**src/common/igf_params.svh**
```systemverilog
// Behaviour
// - Sample blocking once at each cycle start.
// - Unblocked pick-up asserts start; forward pick-up runs operating timer.
// - Blocked pick-up flags blocked, no further processing.
// - Blocking during start releases like pick-up drop.
// - Forward hold timer retriggers, expiry clears forward flag.
// - Reverse hold timer retriggers, expiry clears reverse flag.
// - Operating timer runs while forward hold and start.
// - Forward release also zeroes operating timer.
// - Trip needs delay elapsed and spikes above threshold.
// - Too few spikes: no trip, release at hold expiry.
// - Definite delay trip ignores current magnitude.
// - Selectable on/off timestamped events, two single events.
// - Cumulative start, trip and blocked counters.
// - Rolling log of twelve most recent records.
// - Record holds timers, flags, counts, event, time, group.
// - Spikes remaining equals threshold minus forward count.
// - Condition reports normal, forward, reverse, trip, blocked.
// - Mode reports on, blocked, test, test-blocked, off.
// - Channel indication defaults to no voltage available.
// - Remaining trip time shown in 5 ms steps.
// - Expected operating time is readable.
// - Processing cycle is the 5 ms time base.
// - Start only unblocked and with detected spike.
`ifndef IGF_PARAMS_SVH
`define IGF_PARAMS_SVH
`define IGF_CLK_PERIOD_NS 10
`define IGF_CYCLE_MS      5
`define IGF_CYCLE_CLKS    (`IGF_CYCLE_MS * 1000000 / `IGF_CLK_PERIOD_NS)
`define IGF_BLOCK_LEAD_MS 5
`define IGF_FWD_HOLD_MS   300
`define IGF_REV_HOLD_MS   300
`define IGF_OP_DELAY_MS   500
`define IGF_TMR_W         20
`define IGF_FWD_HOLD_RST  20'(`IGF_FWD_HOLD_MS / `IGF_CYCLE_MS)
`define IGF_REV_HOLD_RST  20'(`IGF_REV_HOLD_MS / `IGF_CYCLE_MS)
`define IGF_OP_DELAY_RST  20'(`IGF_OP_DELAY_MS / `IGF_CYCLE_MS)
`define IGF_THR_RST       8'h02
`define IGF_CTRL_RST      7'h60
`define IGF_LOG_DEPTH     12
`define IGF_A_CTRL        8'h00
`define IGF_A_FWD_HOLD    8'h04
`define IGF_A_REV_HOLD    8'h08
`define IGF_A_OP_DELAY    8'h0C
`define IGF_A_THR         8'h10
`define IGF_A_STATUS      8'h14
`define IGF_A_REMAIN      8'h18
`define IGF_A_EXPECT      8'h1C
`define IGF_A_SPK_REMAIN  8'h20
`define IGF_A_CNT_START   8'h24
`define IGF_A_CNT_TRIP    8'h28
`define IGF_A_CNT_BLOCK   8'h2C
`define IGF_A_LOG_SEL     8'h30
`define IGF_A_LOG_TIME    8'h34
`define IGF_A_LOG_INFO    8'h38
`define IGF_A_LOG_REMAIN  8'h3C
`define IGF_A_LOG_SPIKES  8'h40
`define IGF_A_LOG_TOTRIP  8'h44
`endif

```
**src/common/igf_pkg.sv**
```systemverilog
package igf_pkg;
  typedef enum logic [2:0] {IGF_MODE_ON = 3'h0, IGF_MODE_BLOCKED = 3'h1, IGF_MODE_TEST = 3'h2,
                            IGF_MODE_TEST_BLK = 3'h3, IGF_MODE_OFF = 3'h4} igf_mode_t;
  typedef enum logic [2:0] {IGF_COND_NORMAL = 3'h0, IGF_COND_FWD = 3'h1, IGF_COND_REV = 3'h2,
                            IGF_COND_TRIP = 3'h3, IGF_COND_BLOCKED = 3'h4} igf_cond_t;
  typedef enum logic [1:0] {IGF_CHAN_NONE = 2'h0, IGF_CHAN_A = 2'h1, IGF_CHAN_B = 2'h2} igf_chan_t;
  typedef enum logic [3:0] {IGF_EV_FWD_ON = 4'h0, IGF_EV_FWD_OFF = 4'h1, IGF_EV_REV_ON = 4'h2,
                            IGF_EV_REV_OFF = 4'h3, IGF_EV_TRIP_ON = 4'h4, IGF_EV_TRIP_OFF = 4'h5,
                            IGF_EV_BLK_ON = 4'h6, IGF_EV_BLK_OFF = 4'h7, IGF_EV_DET_ON = 4'h8,
                            IGF_EV_DET_OFF = 4'h9, IGF_EV_NORMAL = 4'hA,
                            IGF_EV_LOCKED = 4'hB} igf_evt_t;
  typedef struct packed {
    logic      store_off;
    logic      store_on;
    igf_chan_t chan;
    igf_mode_t mode;
  } igf_ctrl_t;
  typedef struct packed {
    logic      blocked;
    logic      trip;
    logic      start;
    logic [3:0] log_count;
    igf_chan_t chan;
    igf_mode_t mode;
    igf_cond_t cond;
  } igf_status_t;
  typedef struct packed {
    logic [31:0] stamp;
    logic [2:0]  group;
    igf_evt_t    evt;
    logic        started_fwd;
    logic        started_rev;
    logic [19:0] remain;
    logic [15:0] spikes_fwd;
    logic [15:0] spikes_rev;
    logic [15:0] to_trip;
  } igf_rec_t;
  typedef struct packed {
    logic       sel;
    logic       write;
    logic [7:0] addr;
  } igf_bus_t;
endpackage

```
**src/igf_stage.sv**
```systemverilog
// The address map and the AHB-Lite register port were chosen for this implementation.
`timescale 1ns/1ps
`include "igf_params.svh"
module igf_stage #(
  parameter int unsigned CYCLE_CLKS = `IGF_CYCLE_CLKS
) (
  // Clock, reset and freeze
  input  wire logic        sys_clk,
  input  wire logic        rst,
  input  wire logic        ce,
  // AHB-Lite slave
  input  wire logic        hsel,
  input  wire logic [31:0] haddr,
  input  wire logic [1:0]  htrans,
  input  wire logic        hwrite,
  input  wire logic [2:0]  hsize,
  input  wire logic        hready,
  input  wire logic [31:0] hwdata,
  output logic             hreadyout,
  output logic             hresp,
  output logic [31:0]      hrdata,
  // Classified spikes, blocking matrix and active setting group
  input  wire logic        spike_fwd,
  input  wire logic        spike_rev,
  input  wire logic        block_in,
  input  wire logic [2:0]  setting_group,
  // Protection outputs
  output logic             start_out,
  output logic             trip_out,
  output logic             blocked_out,
  output logic             fwd_start_out,
  output logic             rev_start_out,
  output logic             fault_detected_out,
  // Event stream, one bit per event kind
  output logic             evt_valid,
  output logic [11:0]      evt_vec,
  output logic [31:0]      evt_time
);

  localparam int TW = $clog2(CYCLE_CLKS + 1);

  // ****************************************************************
  // Processing cycle time base
  // ****************************************************************
  logic [TW-1:0] tick_cnt_r;
  logic [31:0]   stamp_r;
  wire           tick = (tick_cnt_r == TW'(CYCLE_CLKS - 1));

  always_ff @(posedge sys_clk) begin
    if (rst) begin
      tick_cnt_r <= '0;
      stamp_r    <= 32'h0000_0000;
    end else if (ce) begin
      tick_cnt_r <= tick ? '0 : tick_cnt_r + TW'(1);
      if (tick) begin
        stamp_r <= stamp_r + 32'h0000_0001;
      end
    end
  end

  // ****************************************************************
  // Bus front end and settings
  // ****************************************************************
  igf_pkg::igf_bus_t  bus_r;
  igf_pkg::igf_ctrl_t ctrl_r;
  logic [19:0] fwd_hold_r;
  logic [19:0] rev_hold_r;
  logic [19:0] op_delay_r;
  logic [7:0]  thr_r;
  logic [3:0]  log_sel_r;
  logic [31:0] rdata_r;
  logic [31:0] rdata_nxt;

  wire addr_phase = ce & hready & hsel & htrans[1];
  wire wr_en      = ce & bus_r.sel & bus_r.write;
  wire [7:0] wa   = bus_r.addr;
  wire clr_start  = wr_en & (wa == `IGF_A_CNT_START);
  wire clr_trip   = wr_en & (wa == `IGF_A_CNT_TRIP);
  wire clr_block  = wr_en & (wa == `IGF_A_CNT_BLOCK);

  // Always ready unless frozen, so a frozen block stalls the master
  // instead of dropping a write.
  assign hreadyout = ce;
  assign hresp     = 1'b0;
  assign hrdata    = rdata_r;

  always_ff @(posedge sys_clk) begin
    if (rst) begin
      bus_r   <= '0;
      rdata_r <= 32'h0000_0000;
    end else if (ce && hready) begin
      bus_r   <= '{sel: addr_phase, write: hwrite, addr: haddr[7:0]};
      rdata_r <= (addr_phase && !hwrite) ? rdata_nxt : 32'h0000_0000;
    end
  end

  always_ff @(posedge sys_clk) begin
    if (rst) begin
      ctrl_r     <= `IGF_CTRL_RST;
      fwd_hold_r <= `IGF_FWD_HOLD_RST;
      rev_hold_r <= `IGF_REV_HOLD_RST;
      op_delay_r <= `IGF_OP_DELAY_RST;
      thr_r      <= `IGF_THR_RST;
      log_sel_r  <= 4'h0;
    end else if (wr_en) begin
      if (wa == `IGF_A_CTRL) begin
        ctrl_r <= hwdata[6:0];
      end else if (wa == `IGF_A_FWD_HOLD) begin
        fwd_hold_r <= hwdata[19:0];
      end else if (wa == `IGF_A_REV_HOLD) begin
        rev_hold_r <= hwdata[19:0];
      end else if (wa == `IGF_A_OP_DELAY) begin
        op_delay_r <= hwdata[19:0];
      end else if (wa == `IGF_A_THR) begin
        thr_r <= hwdata[7:0];
      end else if (wa == `IGF_A_LOG_SEL) begin
        log_sel_r <= hwdata[3:0];
      end
    end
  end

  // ****************************************************************
  // Protection state
  // ****************************************************************
  logic        fwd_r, fwd_nxt, rev_r, rev_nxt;
  logic        trip_r, trip_nxt, blk_r, blk_nxt, det_r, det_nxt;
  logic [19:0] fwd_tmr_r, fwd_tmr_nxt, rev_tmr_r, rev_tmr_nxt;
  logic [19:0] op_r, op_nxt;
  logic [15:0] fcnt_r, fcnt_nxt, rcnt_r, rcnt_nxt;
  logic        normal_ev, locked_ev;

  igf_pkg::igf_mode_t mode;
  assign mode = ctrl_r.mode;
  wire running  = (mode != igf_pkg::IGF_MODE_OFF);
  wire blk_now  = block_in | (mode == igf_pkg::IGF_MODE_BLOCKED)
                | (mode == igf_pkg::IGF_MODE_TEST_BLK);
  wire pickup   = spike_fwd | spike_rev;
  wire started  = fwd_r | rev_r;

  always_comb begin
    fwd_nxt = fwd_r;  fwd_tmr_nxt = fwd_tmr_r;  fcnt_nxt = fcnt_r;
    rev_nxt = rev_r;  rev_tmr_nxt = rev_tmr_r;  rcnt_nxt = rcnt_r;
    op_nxt  = op_r;   trip_nxt = trip_r;  blk_nxt = blk_r;  det_nxt = det_r;
    normal_ev = 1'b0;
    locked_ev = 1'b0;
    // Blocking is looked at only on the cycle boundary, ahead of spikes.
    if (tick) begin
      if (!running) begin
        fwd_nxt = 1'b0;  fwd_tmr_nxt = '0;  fcnt_nxt = '0;
        rev_nxt = 1'b0;  rev_tmr_nxt = '0;  rcnt_nxt = '0;
        op_nxt  = '0;    trip_nxt = 1'b0;  blk_nxt = 1'b0;  det_nxt = 1'b0;
      end else if (blk_now) begin
        if (started) begin
          // Same release path as a dropped pick-up.
          fwd_nxt = 1'b0;  fwd_tmr_nxt = '0;  fcnt_nxt = '0;
          rev_nxt = 1'b0;  rev_tmr_nxt = '0;  rcnt_nxt = '0;
          op_nxt  = '0;    trip_nxt = 1'b0;   det_nxt = 1'b0;
          locked_ev = 1'b1;
        end else if (pickup) begin
          blk_nxt = 1'b1;
        end
      end else begin
        blk_nxt = 1'b0;
        if (spike_fwd) begin
          fwd_nxt     = 1'b1;
          fwd_tmr_nxt = fwd_hold_r;
          fcnt_nxt    = fcnt_r + 16'h0001;
        end else if (fwd_tmr_r > 20'h0_0001) begin
          fwd_tmr_nxt = fwd_tmr_r - 20'h0_0001;
        end else if (fwd_r) begin
          fwd_nxt = 1'b0;  fwd_tmr_nxt = '0;  fcnt_nxt = '0;
          op_nxt  = '0;    trip_nxt = 1'b0;   det_nxt = 1'b0;
        end
        if (spike_rev) begin
          rev_nxt     = 1'b1;
          rev_tmr_nxt = rev_hold_r;
          rcnt_nxt    = rcnt_r + 16'h0001;
        end else if (rev_tmr_r > 20'h0_0001) begin
          rev_tmr_nxt = rev_tmr_r - 20'h0_0001;
        end else if (rev_r) begin
          rev_nxt = 1'b0;  rev_tmr_nxt = '0;  rcnt_nxt = '0;
        end
        if (fwd_nxt && fwd_tmr_nxt != 20'h0_0000 && op_r < op_delay_r) begin
          op_nxt = op_r + 20'h0_0001;
        end
        // Definite time only: magnitude plays no part once spikes qualify.
        if (fwd_nxt && (op_nxt >= op_delay_r)) begin
          if (fcnt_nxt > {8'h00, thr_r}) begin
            trip_nxt = 1'b1;
            det_nxt  = 1'b1;
          end else if (op_r < op_delay_r) begin
            normal_ev = 1'b1;
          end
        end
      end
    end
  end

  always_ff @(posedge sys_clk) begin
    if (rst) begin
      fwd_r <= 1'b0;  fwd_tmr_r <= '0;  fcnt_r <= '0;
      rev_r <= 1'b0;  rev_tmr_r <= '0;  rcnt_r <= '0;
      op_r  <= '0;    trip_r <= 1'b0;  blk_r <= 1'b0;  det_r <= 1'b0;
    end else if (ce) begin
      fwd_r <= fwd_nxt;  fwd_tmr_r <= fwd_tmr_nxt;  fcnt_r <= fcnt_nxt;
      rev_r <= rev_nxt;  rev_tmr_r <= rev_tmr_nxt;  rcnt_r <= rcnt_nxt;
      op_r  <= op_nxt;   trip_r <= trip_nxt;  blk_r <= blk_nxt;  det_r <= det_nxt;
    end
  end

  // Test mode runs the timers but never drives the trip output.
  wire trip_live = trip_r & (mode != igf_pkg::IGF_MODE_TEST);
  assign start_out          = started;
  assign trip_out           = trip_live;
  assign blocked_out        = blk_r;
  assign fwd_start_out      = fwd_r;
  assign rev_start_out      = rev_r;
  assign fault_detected_out = det_r;

  // ****************************************************************
  // Live values
  // ****************************************************************
  wire [19:0] remain   = (fwd_r && op_r < op_delay_r) ? op_delay_r - op_r
                                                      : 20'h0_0000;
  wire [15:0] to_trip  = ({8'h00, thr_r} > fcnt_r) ? {8'h00, thr_r} - fcnt_r
                                                   : 16'h0000;

  igf_pkg::igf_cond_t cond;
  assign cond = blk_r  ? igf_pkg::IGF_COND_BLOCKED :
                trip_r ? igf_pkg::IGF_COND_TRIP    :
                fwd_r  ? igf_pkg::IGF_COND_FWD     :
                rev_r  ? igf_pkg::IGF_COND_REV     : igf_pkg::IGF_COND_NORMAL;

  // Unused channel codes fall back to the no-voltage indication.
  igf_pkg::igf_chan_t chan;
  assign chan = (ctrl_r.chan == igf_pkg::IGF_CHAN_A) ? igf_pkg::IGF_CHAN_A :
                (ctrl_r.chan == igf_pkg::IGF_CHAN_B) ? igf_pkg::IGF_CHAN_B :
                igf_pkg::IGF_CHAN_NONE;

  // ****************************************************************
  // Events and counters
  // ****************************************************************
  wire start_on = (fwd_nxt | rev_nxt) & ~started;
  wire trip_on  = trip_nxt & ~trip_r;
  wire blk_on   = blk_nxt & ~blk_r;
  wire [11:0] ev_raw = {locked_ev, normal_ev,
                        det_r & ~det_nxt,   det_nxt & ~det_r,
                        blk_r & ~blk_nxt,   blk_on,
                        trip_r & ~trip_nxt, trip_on,
                        rev_r & ~rev_nxt,   rev_nxt & ~rev_r,
                        fwd_r & ~fwd_nxt,   fwd_nxt & ~fwd_r};
  wire [11:0] ev_keep = {{2{ctrl_r.store_on}}, {5{ctrl_r.store_off, ctrl_r.store_on}}};
  wire [11:0] ev_sel  = ev_raw & ev_keep;

  logic [31:0] cnt_start_r, cnt_trip_r, cnt_blk_r;

  always_ff @(posedge sys_clk) begin
    if (rst) begin
      evt_valid <= 1'b0;
      evt_vec   <= 12'h000;
      evt_time  <= 32'h0000_0000;
    end else if (ce) begin
      evt_valid <= |ev_sel;
      evt_vec   <= ev_sel;
      evt_time  <= stamp_r;
    end
  end

  // A count event in the cycle of a software clear is kept as one.
  always_ff @(posedge sys_clk) begin
    if (rst) begin
      cnt_start_r <= 32'h0000_0000;
      cnt_trip_r  <= 32'h0000_0000;
      cnt_blk_r   <= 32'h0000_0000;
    end else if (ce) begin
      if (start_on) begin
        cnt_start_r <= clr_start ? 32'h0000_0001 : cnt_start_r + 32'h0000_0001;
      end else if (clr_start) begin
        cnt_start_r <= 32'h0000_0000;
      end
      if (trip_on) begin
        cnt_trip_r <= clr_trip ? 32'h0000_0001 : cnt_trip_r + 32'h0000_0001;
      end else if (clr_trip) begin
        cnt_trip_r <= 32'h0000_0000;
      end
      if (blk_on) begin
        cnt_blk_r <= clr_block ? 32'h0000_0001 : cnt_blk_r + 32'h0000_0001;
      end else if (clr_block) begin
        cnt_blk_r <= 32'h0000_0000;
      end
    end
  end

  // ****************************************************************
  // Fault record log
  // ****************************************************************
  igf_pkg::igf_rec_t log_mem [`IGF_LOG_DEPTH];
  igf_pkg::igf_rec_t rec_new;
  igf_pkg::igf_rec_t rec_rd;
  logic [3:0] wr_ptr_r;
  logic [3:0] log_cnt_r;
  igf_pkg::igf_evt_t rec_evt;

  wire capture = start_on | trip_on | blk_on;
  assign rec_evt = trip_on ? igf_pkg::IGF_EV_TRIP_ON :
                   blk_on  ? igf_pkg::IGF_EV_BLK_ON  :
                   (fwd_nxt & ~fwd_r) ? igf_pkg::IGF_EV_FWD_ON : igf_pkg::IGF_EV_REV_ON;
  assign rec_new = '{stamp: stamp_r, group: setting_group, evt: rec_evt,
                     started_fwd: fwd_nxt, started_rev: rev_nxt,
                     remain: (op_delay_r > op_nxt) ? op_delay_r - op_nxt : 20'h0_0000,
                     spikes_fwd: fcnt_nxt, spikes_rev: rcnt_nxt,
                     to_trip: ({8'h00, thr_r} > fcnt_nxt) ? {8'h00, thr_r} - fcnt_nxt
                                                          : 16'h0000};

  // Newest record is selector 0; selectors past the fill level read zero.
  wire [4:0] rd_sum = {1'b0, wr_ptr_r} + 5'(`IGF_LOG_DEPTH - 1) - {1'b0, log_sel_r};
  wire [4:0] rd_idx = (rd_sum >= 5'(`IGF_LOG_DEPTH)) ? rd_sum - 5'(`IGF_LOG_DEPTH) : rd_sum;
  assign rec_rd = (log_sel_r < log_cnt_r) ? log_mem[rd_idx[3:0]] : '0;

  always_ff @(posedge sys_clk) begin
    if (rst) begin
      wr_ptr_r  <= 4'h0;
      log_cnt_r <= 4'h0;
    end else if (ce && capture) begin
      wr_ptr_r  <= (wr_ptr_r == 4'(`IGF_LOG_DEPTH - 1)) ? 4'h0 : wr_ptr_r + 4'h1;
      if (log_cnt_r != 4'(`IGF_LOG_DEPTH)) begin
        log_cnt_r <= log_cnt_r + 4'h1;
      end
    end
  end

  // Record storage has no reset; the fill level hides stale entries.
  always_ff @(posedge sys_clk) begin
    if (ce && capture) begin
      log_mem[wr_ptr_r] <= rec_new;
    end
  end

  // ****************************************************************
  // Read decode
  // ****************************************************************
  igf_pkg::igf_status_t status;
  assign status = '{blocked: blk_r, trip: trip_live, start: started, log_count: log_cnt_r,
                    chan: chan, mode: mode, cond: cond};
  wire [7:0] ra = haddr[7:0];

  always_comb begin
    if (ra == `IGF_A_CTRL) begin
      rdata_nxt = {25'h0, ctrl_r};
    end else if (ra == `IGF_A_FWD_HOLD) begin
      rdata_nxt = {12'h000, fwd_hold_r};
    end else if (ra == `IGF_A_REV_HOLD) begin
      rdata_nxt = {12'h000, rev_hold_r};
    end else if (ra == `IGF_A_OP_DELAY) begin
      rdata_nxt = {12'h000, op_delay_r};
    end else if (ra == `IGF_A_THR) begin
      rdata_nxt = {24'h00_0000, thr_r};
    end else if (ra == `IGF_A_STATUS) begin
      rdata_nxt = {17'h0_0000, status};
    end else if (ra == `IGF_A_REMAIN) begin
      rdata_nxt = {12'h000, remain};
    end else if (ra == `IGF_A_EXPECT) begin
      rdata_nxt = {12'h000, op_delay_r};
    end else if (ra == `IGF_A_SPK_REMAIN) begin
      rdata_nxt = {16'h0000, to_trip};
    end else if (ra == `IGF_A_CNT_START) begin
      rdata_nxt = cnt_start_r;
    end else if (ra == `IGF_A_CNT_TRIP) begin
      rdata_nxt = cnt_trip_r;
    end else if (ra == `IGF_A_CNT_BLOCK) begin
      rdata_nxt = cnt_blk_r;
    end else if (ra == `IGF_A_LOG_SEL) begin
      rdata_nxt = {28'h000_0000, log_sel_r};
    end else if (ra == `IGF_A_LOG_TIME) begin
      rdata_nxt = rec_rd.stamp;
    end else if (ra == `IGF_A_LOG_INFO) begin
      rdata_nxt = {23'h00_0000, rec_rd.group, rec_rd.evt, rec_rd.started_rev,
                   rec_rd.started_fwd};
    end else if (ra == `IGF_A_LOG_REMAIN) begin
      rdata_nxt = {12'h000, rec_rd.remain};
    end else if (ra == `IGF_A_LOG_SPIKES) begin
      rdata_nxt = {rec_rd.spikes_rev, rec_rd.spikes_fwd};
    end else if (ra == `IGF_A_LOG_TOTRIP) begin
      rdata_nxt = {16'h0000, rec_rd.to_trip};
    end else begin
      rdata_nxt = 32'h0000_0000;
    end
  end

endmodule

```
**config.mk**
```make
export PLATFORM = sky130hd
export DESIGN_NAME = igf_stage
export DESIGN_NICKNAME = d
export VERILOG_FILES = /design/src/common/igf_pkg.sv /design/src/igf_stage.sv
export VERILOG_INCLUDE_DIRS = /design/src /design/src/common
export SDC_FILE = /design/constraint.sdc
export NUM_CORES = 2
export LEC_CHECK = 0
export BUFFER_PORTS_ARGS = -buffer_cell sky130_fd_sc_hd__buf_2
export CAP_MARGIN = 10
export CELL_PAD_IN_SITES_DETAIL_PLACEMENT = 0
export CELL_PAD_IN_SITES_GLOBAL_PLACEMENT = 1
export CORE_ASPECT_RATIO = 0.75
export CORE_MARGIN = 1
export CORE_UTILIZATION = 35
export DETAILED_ROUTE_END_ITERATION = 7
export PLACE_DENSITY_LB_ADDON = 0.1
export SLEW_MARGIN = 20
export SYNTH_ARGS = -nofsm -noshare
export SYNTH_HDL_FRONTEND = slang
export SYNTH_SLANG_ARGS = --single-unit
```
**constraint.sdc**
```tcl
create_clock -name sys_clk -period 10.2 [get_ports sys_clk]
set_input_delay 1.53 -clock sys_clk [delete_from_list [all_inputs] [get_ports sys_clk]]
set_output_delay 1.53 -clock sys_clk [all_outputs]
set_load 0.05 [all_outputs]
```
==> reports/qor.yml <==
layout:
  layout.nets: 6054
  drive_gt1_share_pct: 16.8
  nFillCells: 20000
  area_growth_pct: 14.7
  final_util_pct: 40.4
grt:
  top_usage_layer: "met1"
  grt_max_degree: 135
  grt_pass1_wl_mm: 376
  met2_usage_pct: 34.5
  grt_pass1_vias: 48200
  grt_util_met3_pct: 4.46
  use_met1_pct: 37.9
  grt_overflow: 0
  grt_use_total_pct: 24.3
  grt_antenna_before_repair: 12
clock_network:
  cts_hold_buf: 0
  tritoncts: "built"
  clk_latency_ns: 0.84
  htree_levels: 4
  numCtsBuffers: 187
  clk_path_buf_depth: 4
  cts-root-buf: "clkbuf_16"
  cts_sinks: 1702
  post_cts_buffers: 0
  clk_pin_slew_ns: 0.06
  cts_resized: 0
timing:
  rsz0062_at_grt: "no"
  worst_pin_slew_ns: 1.28
  finalCritPeriodShare_pct: 77.6
  hold_viol_final: 0
  final.setup_skew_ns: 0.0598
  min_period_ns: 7.92
  whs_ns: 0.450
  timing.fmax_mhz: 126
  relSlewSlack_pct: 14.0
  setup_violations: 0
  final_max_slew_viol_count: 0
  setup_tns_ns: 0
worst_hold_path:
  hold_class: "register to register"
flow_run:
  cap_viol_max_count: 0
detailed_routing:
  vias_per_cell: 5.73
  remaining_drc_errors: 0
  drtAntennaViolNets: 0
  num_vias: 50500
  routed_wl_mm: 267
  drtPass1Iterations: 5
  wl_per_cell_um: 30.2
  drtIter0Drc: 5439
placement:
  dp_hpwl_mm: 180
  io_buffers: 124
  place_congestion: 0.959
logic_synthesis:
  syn_area_um2: 75300
  synth_warnings: 0
  synth_top_area_share_pct: 51.2
  synthArstFlopShare_pct: 0
  synth_commonest_cells: "1284 x edfxtp_1, 521 x nand2_1, 451 x nor2_1, 418 x dfxtp_1"
  ys.flop_type: "edfxtp_1"
  synth_cell_types: 98
  synth.yosys.seq_area_share_pct: 62.3
  ys_ff_latch: 1702
  synthTopCellsByArea: "edfxtp_1 51%, dfxtp_1 11%, mux4_2 9.6%"
  syn-mean-instance-area_um2: 13.3
  yosysMostFrequentCell: "edfxtp_1"
  syn_inst: 5641
  synth_edf_count: 1284
  synth_top_area_cell: "edfxtp_1"
floorplan:
  initial_core_util_pct: 35.2
  io_pins: 166
  die_width_um: 538
  coreArea_um2: 214000
  die_y_um: 404
  num_rows: 147
  dieArea_um2: 217000
power:
  p_leak_uw: 0.0301
  irDropWorstVdd_uv: 122
  power_uw: 14200
  p_per_area_nw_per_um2: 165
worst_setup_path:
  critPathCaptureType: "register"
  rrSetupSlack_ns: 2.28
  cp_max_fo: 21
  critical_path_class: "register to register"
  crit_arrival_ns: 8.36
  critPathRequiredTime_ns: 10.65
  start_kind: "register"
outcome:
  status: "finished clean"
-- through the flow --
step                instance area, µm²  setup WS, ns  std cells
floorplan                        75500          1.91       5689
global placement                 80500          1.65       8497
detailed placement               80600          2.04       8497
CTS                              86400          2.37       8824
global route                     86400          1.77       8824
finish                           86400          2.28       8825
-- cells in the final DEF (no fill, tap or decap), types with 41 or more instances in the layout --
master and count:
or3_1 62, clkbuf_16 191, a22oi_1 95, o21ai_0 211, buf_4 139, xnor2_1 58
nor2_1 436, buf_2 122, conb_1 49, ha_1 111, and3_1 45, mux4_2 321
a21o_1 63, inv_1 134, nand3_1 126, nor3_1 103, mux2i_1 111, a221o_1 44
buf_12 41, dfxtp_1 418, edfxtp_1 1284, a221oi_1 48, nand4_1 75, nand2_1 520
a21oi_1 319, xor2_1 88, a31oi_1 46
-- area by class of cell --
type | count | area (µm²) | area share, %
Timing Repair Buffer | 303 | 2490 | 2.88
Tap cell | 2831 | 3540 | 4.10
Clock inverter | 90 | 795 | 0.920
Clock buffer | 237 | 5010 | 5.80
Sequential cell | 1702 | 46900 | 54.3
Inverter | 137 | 519 | 0.601
Antenna cell | 1 | 2.50 | 0.00290
Multi-Input combinational cell | 3524 | 27100 | 31.4
-- power by group --
group,internal [µW],switching [µW]
Clock,3790,2820
Combinational,54.8,197
Sequential,7370,3.76
Total,11200,3020
-- worst max-delay path: stages, from the launching register on --
cell and delay, ns:
dfxtp_1 0.37, inv_1 0.11, ha_1 0.30, or4b_4 0.58
nor4_4 0.28, a21boi_1 0.14, o41ai_1 0.51, o2111ai_1 0.29
nor4_2 0.32, buf_4 0.33, nor2_1 0.27, o31ai_1 0.36
a21o_1 0.17, ha_1 0.16, inv_1 0.06, fa_1 0.39
a21o_1 0.17, a21oi_1 0.21, o21bai_1 0.12, a2111o_1 0.46
and2_1 0.19, a221o_1 0.41, a31oi_1 0.21, xor2_1 0.11
buf_4 0.18, nor2_1 0.81
-- metal layers --
metal / share of wire (%) / routed length (µm)
met5: 0.0056 / 15
met4: 2.1 / 5540
met3: 7.2 / 19100
met2: 42 / 112000
met1: 49 / 130000
-- worst paths after layout --
check,start,endpoint,depth (start not counted)
hold reg to reg,hrdata[20],hrdata[20],2
hold / removal,hrdata[20],hrdata[20],2
setup / recovery,fwd_tmr_r[0],log_mem[0][66],25
setup reg to reg,fwd_tmr_r[0],log_mem[0][66],25
-- sequential cells by signal, summed over array words and instances, names as in the netlist, 4 cells and up --
register,flops
log_mem,1284
wr_ptr_r,4
evt_vec,12
cnt_blk_r,32
rev_hold_r,20
log_cnt_r,4
evt_time,32
cnt_trip_r,32
tick_cnt_r,19
fwd_tmr_r,20
wa,8
stamp_r,32
rev_tmr_r,20
op_delay_r,20
thr_r,8
op_r,20
rcnt_r,16
ctrl_r,4
fcnt_r,16
cnt_start_r,32
log_sel_r,4
hrdata,32
fwd_hold_r,20
-- cell families after synthesis --
| group | share of synthesized area [%] |
|---|---|
| XOR/XNOR | 1.70 |
| flip-flops | 62.3 |
| other | 0.00498 |
| adder cells (fa/ha/maj) | 2.01 |
| AO/OA/AOI/OAI | 10.3 |
| buffers and inverters | 2.39 |
| AND/OR/NAND/NOR | 9.99 |
| multiplexers | 11.3 |
(Power assumes the default switching activity.)
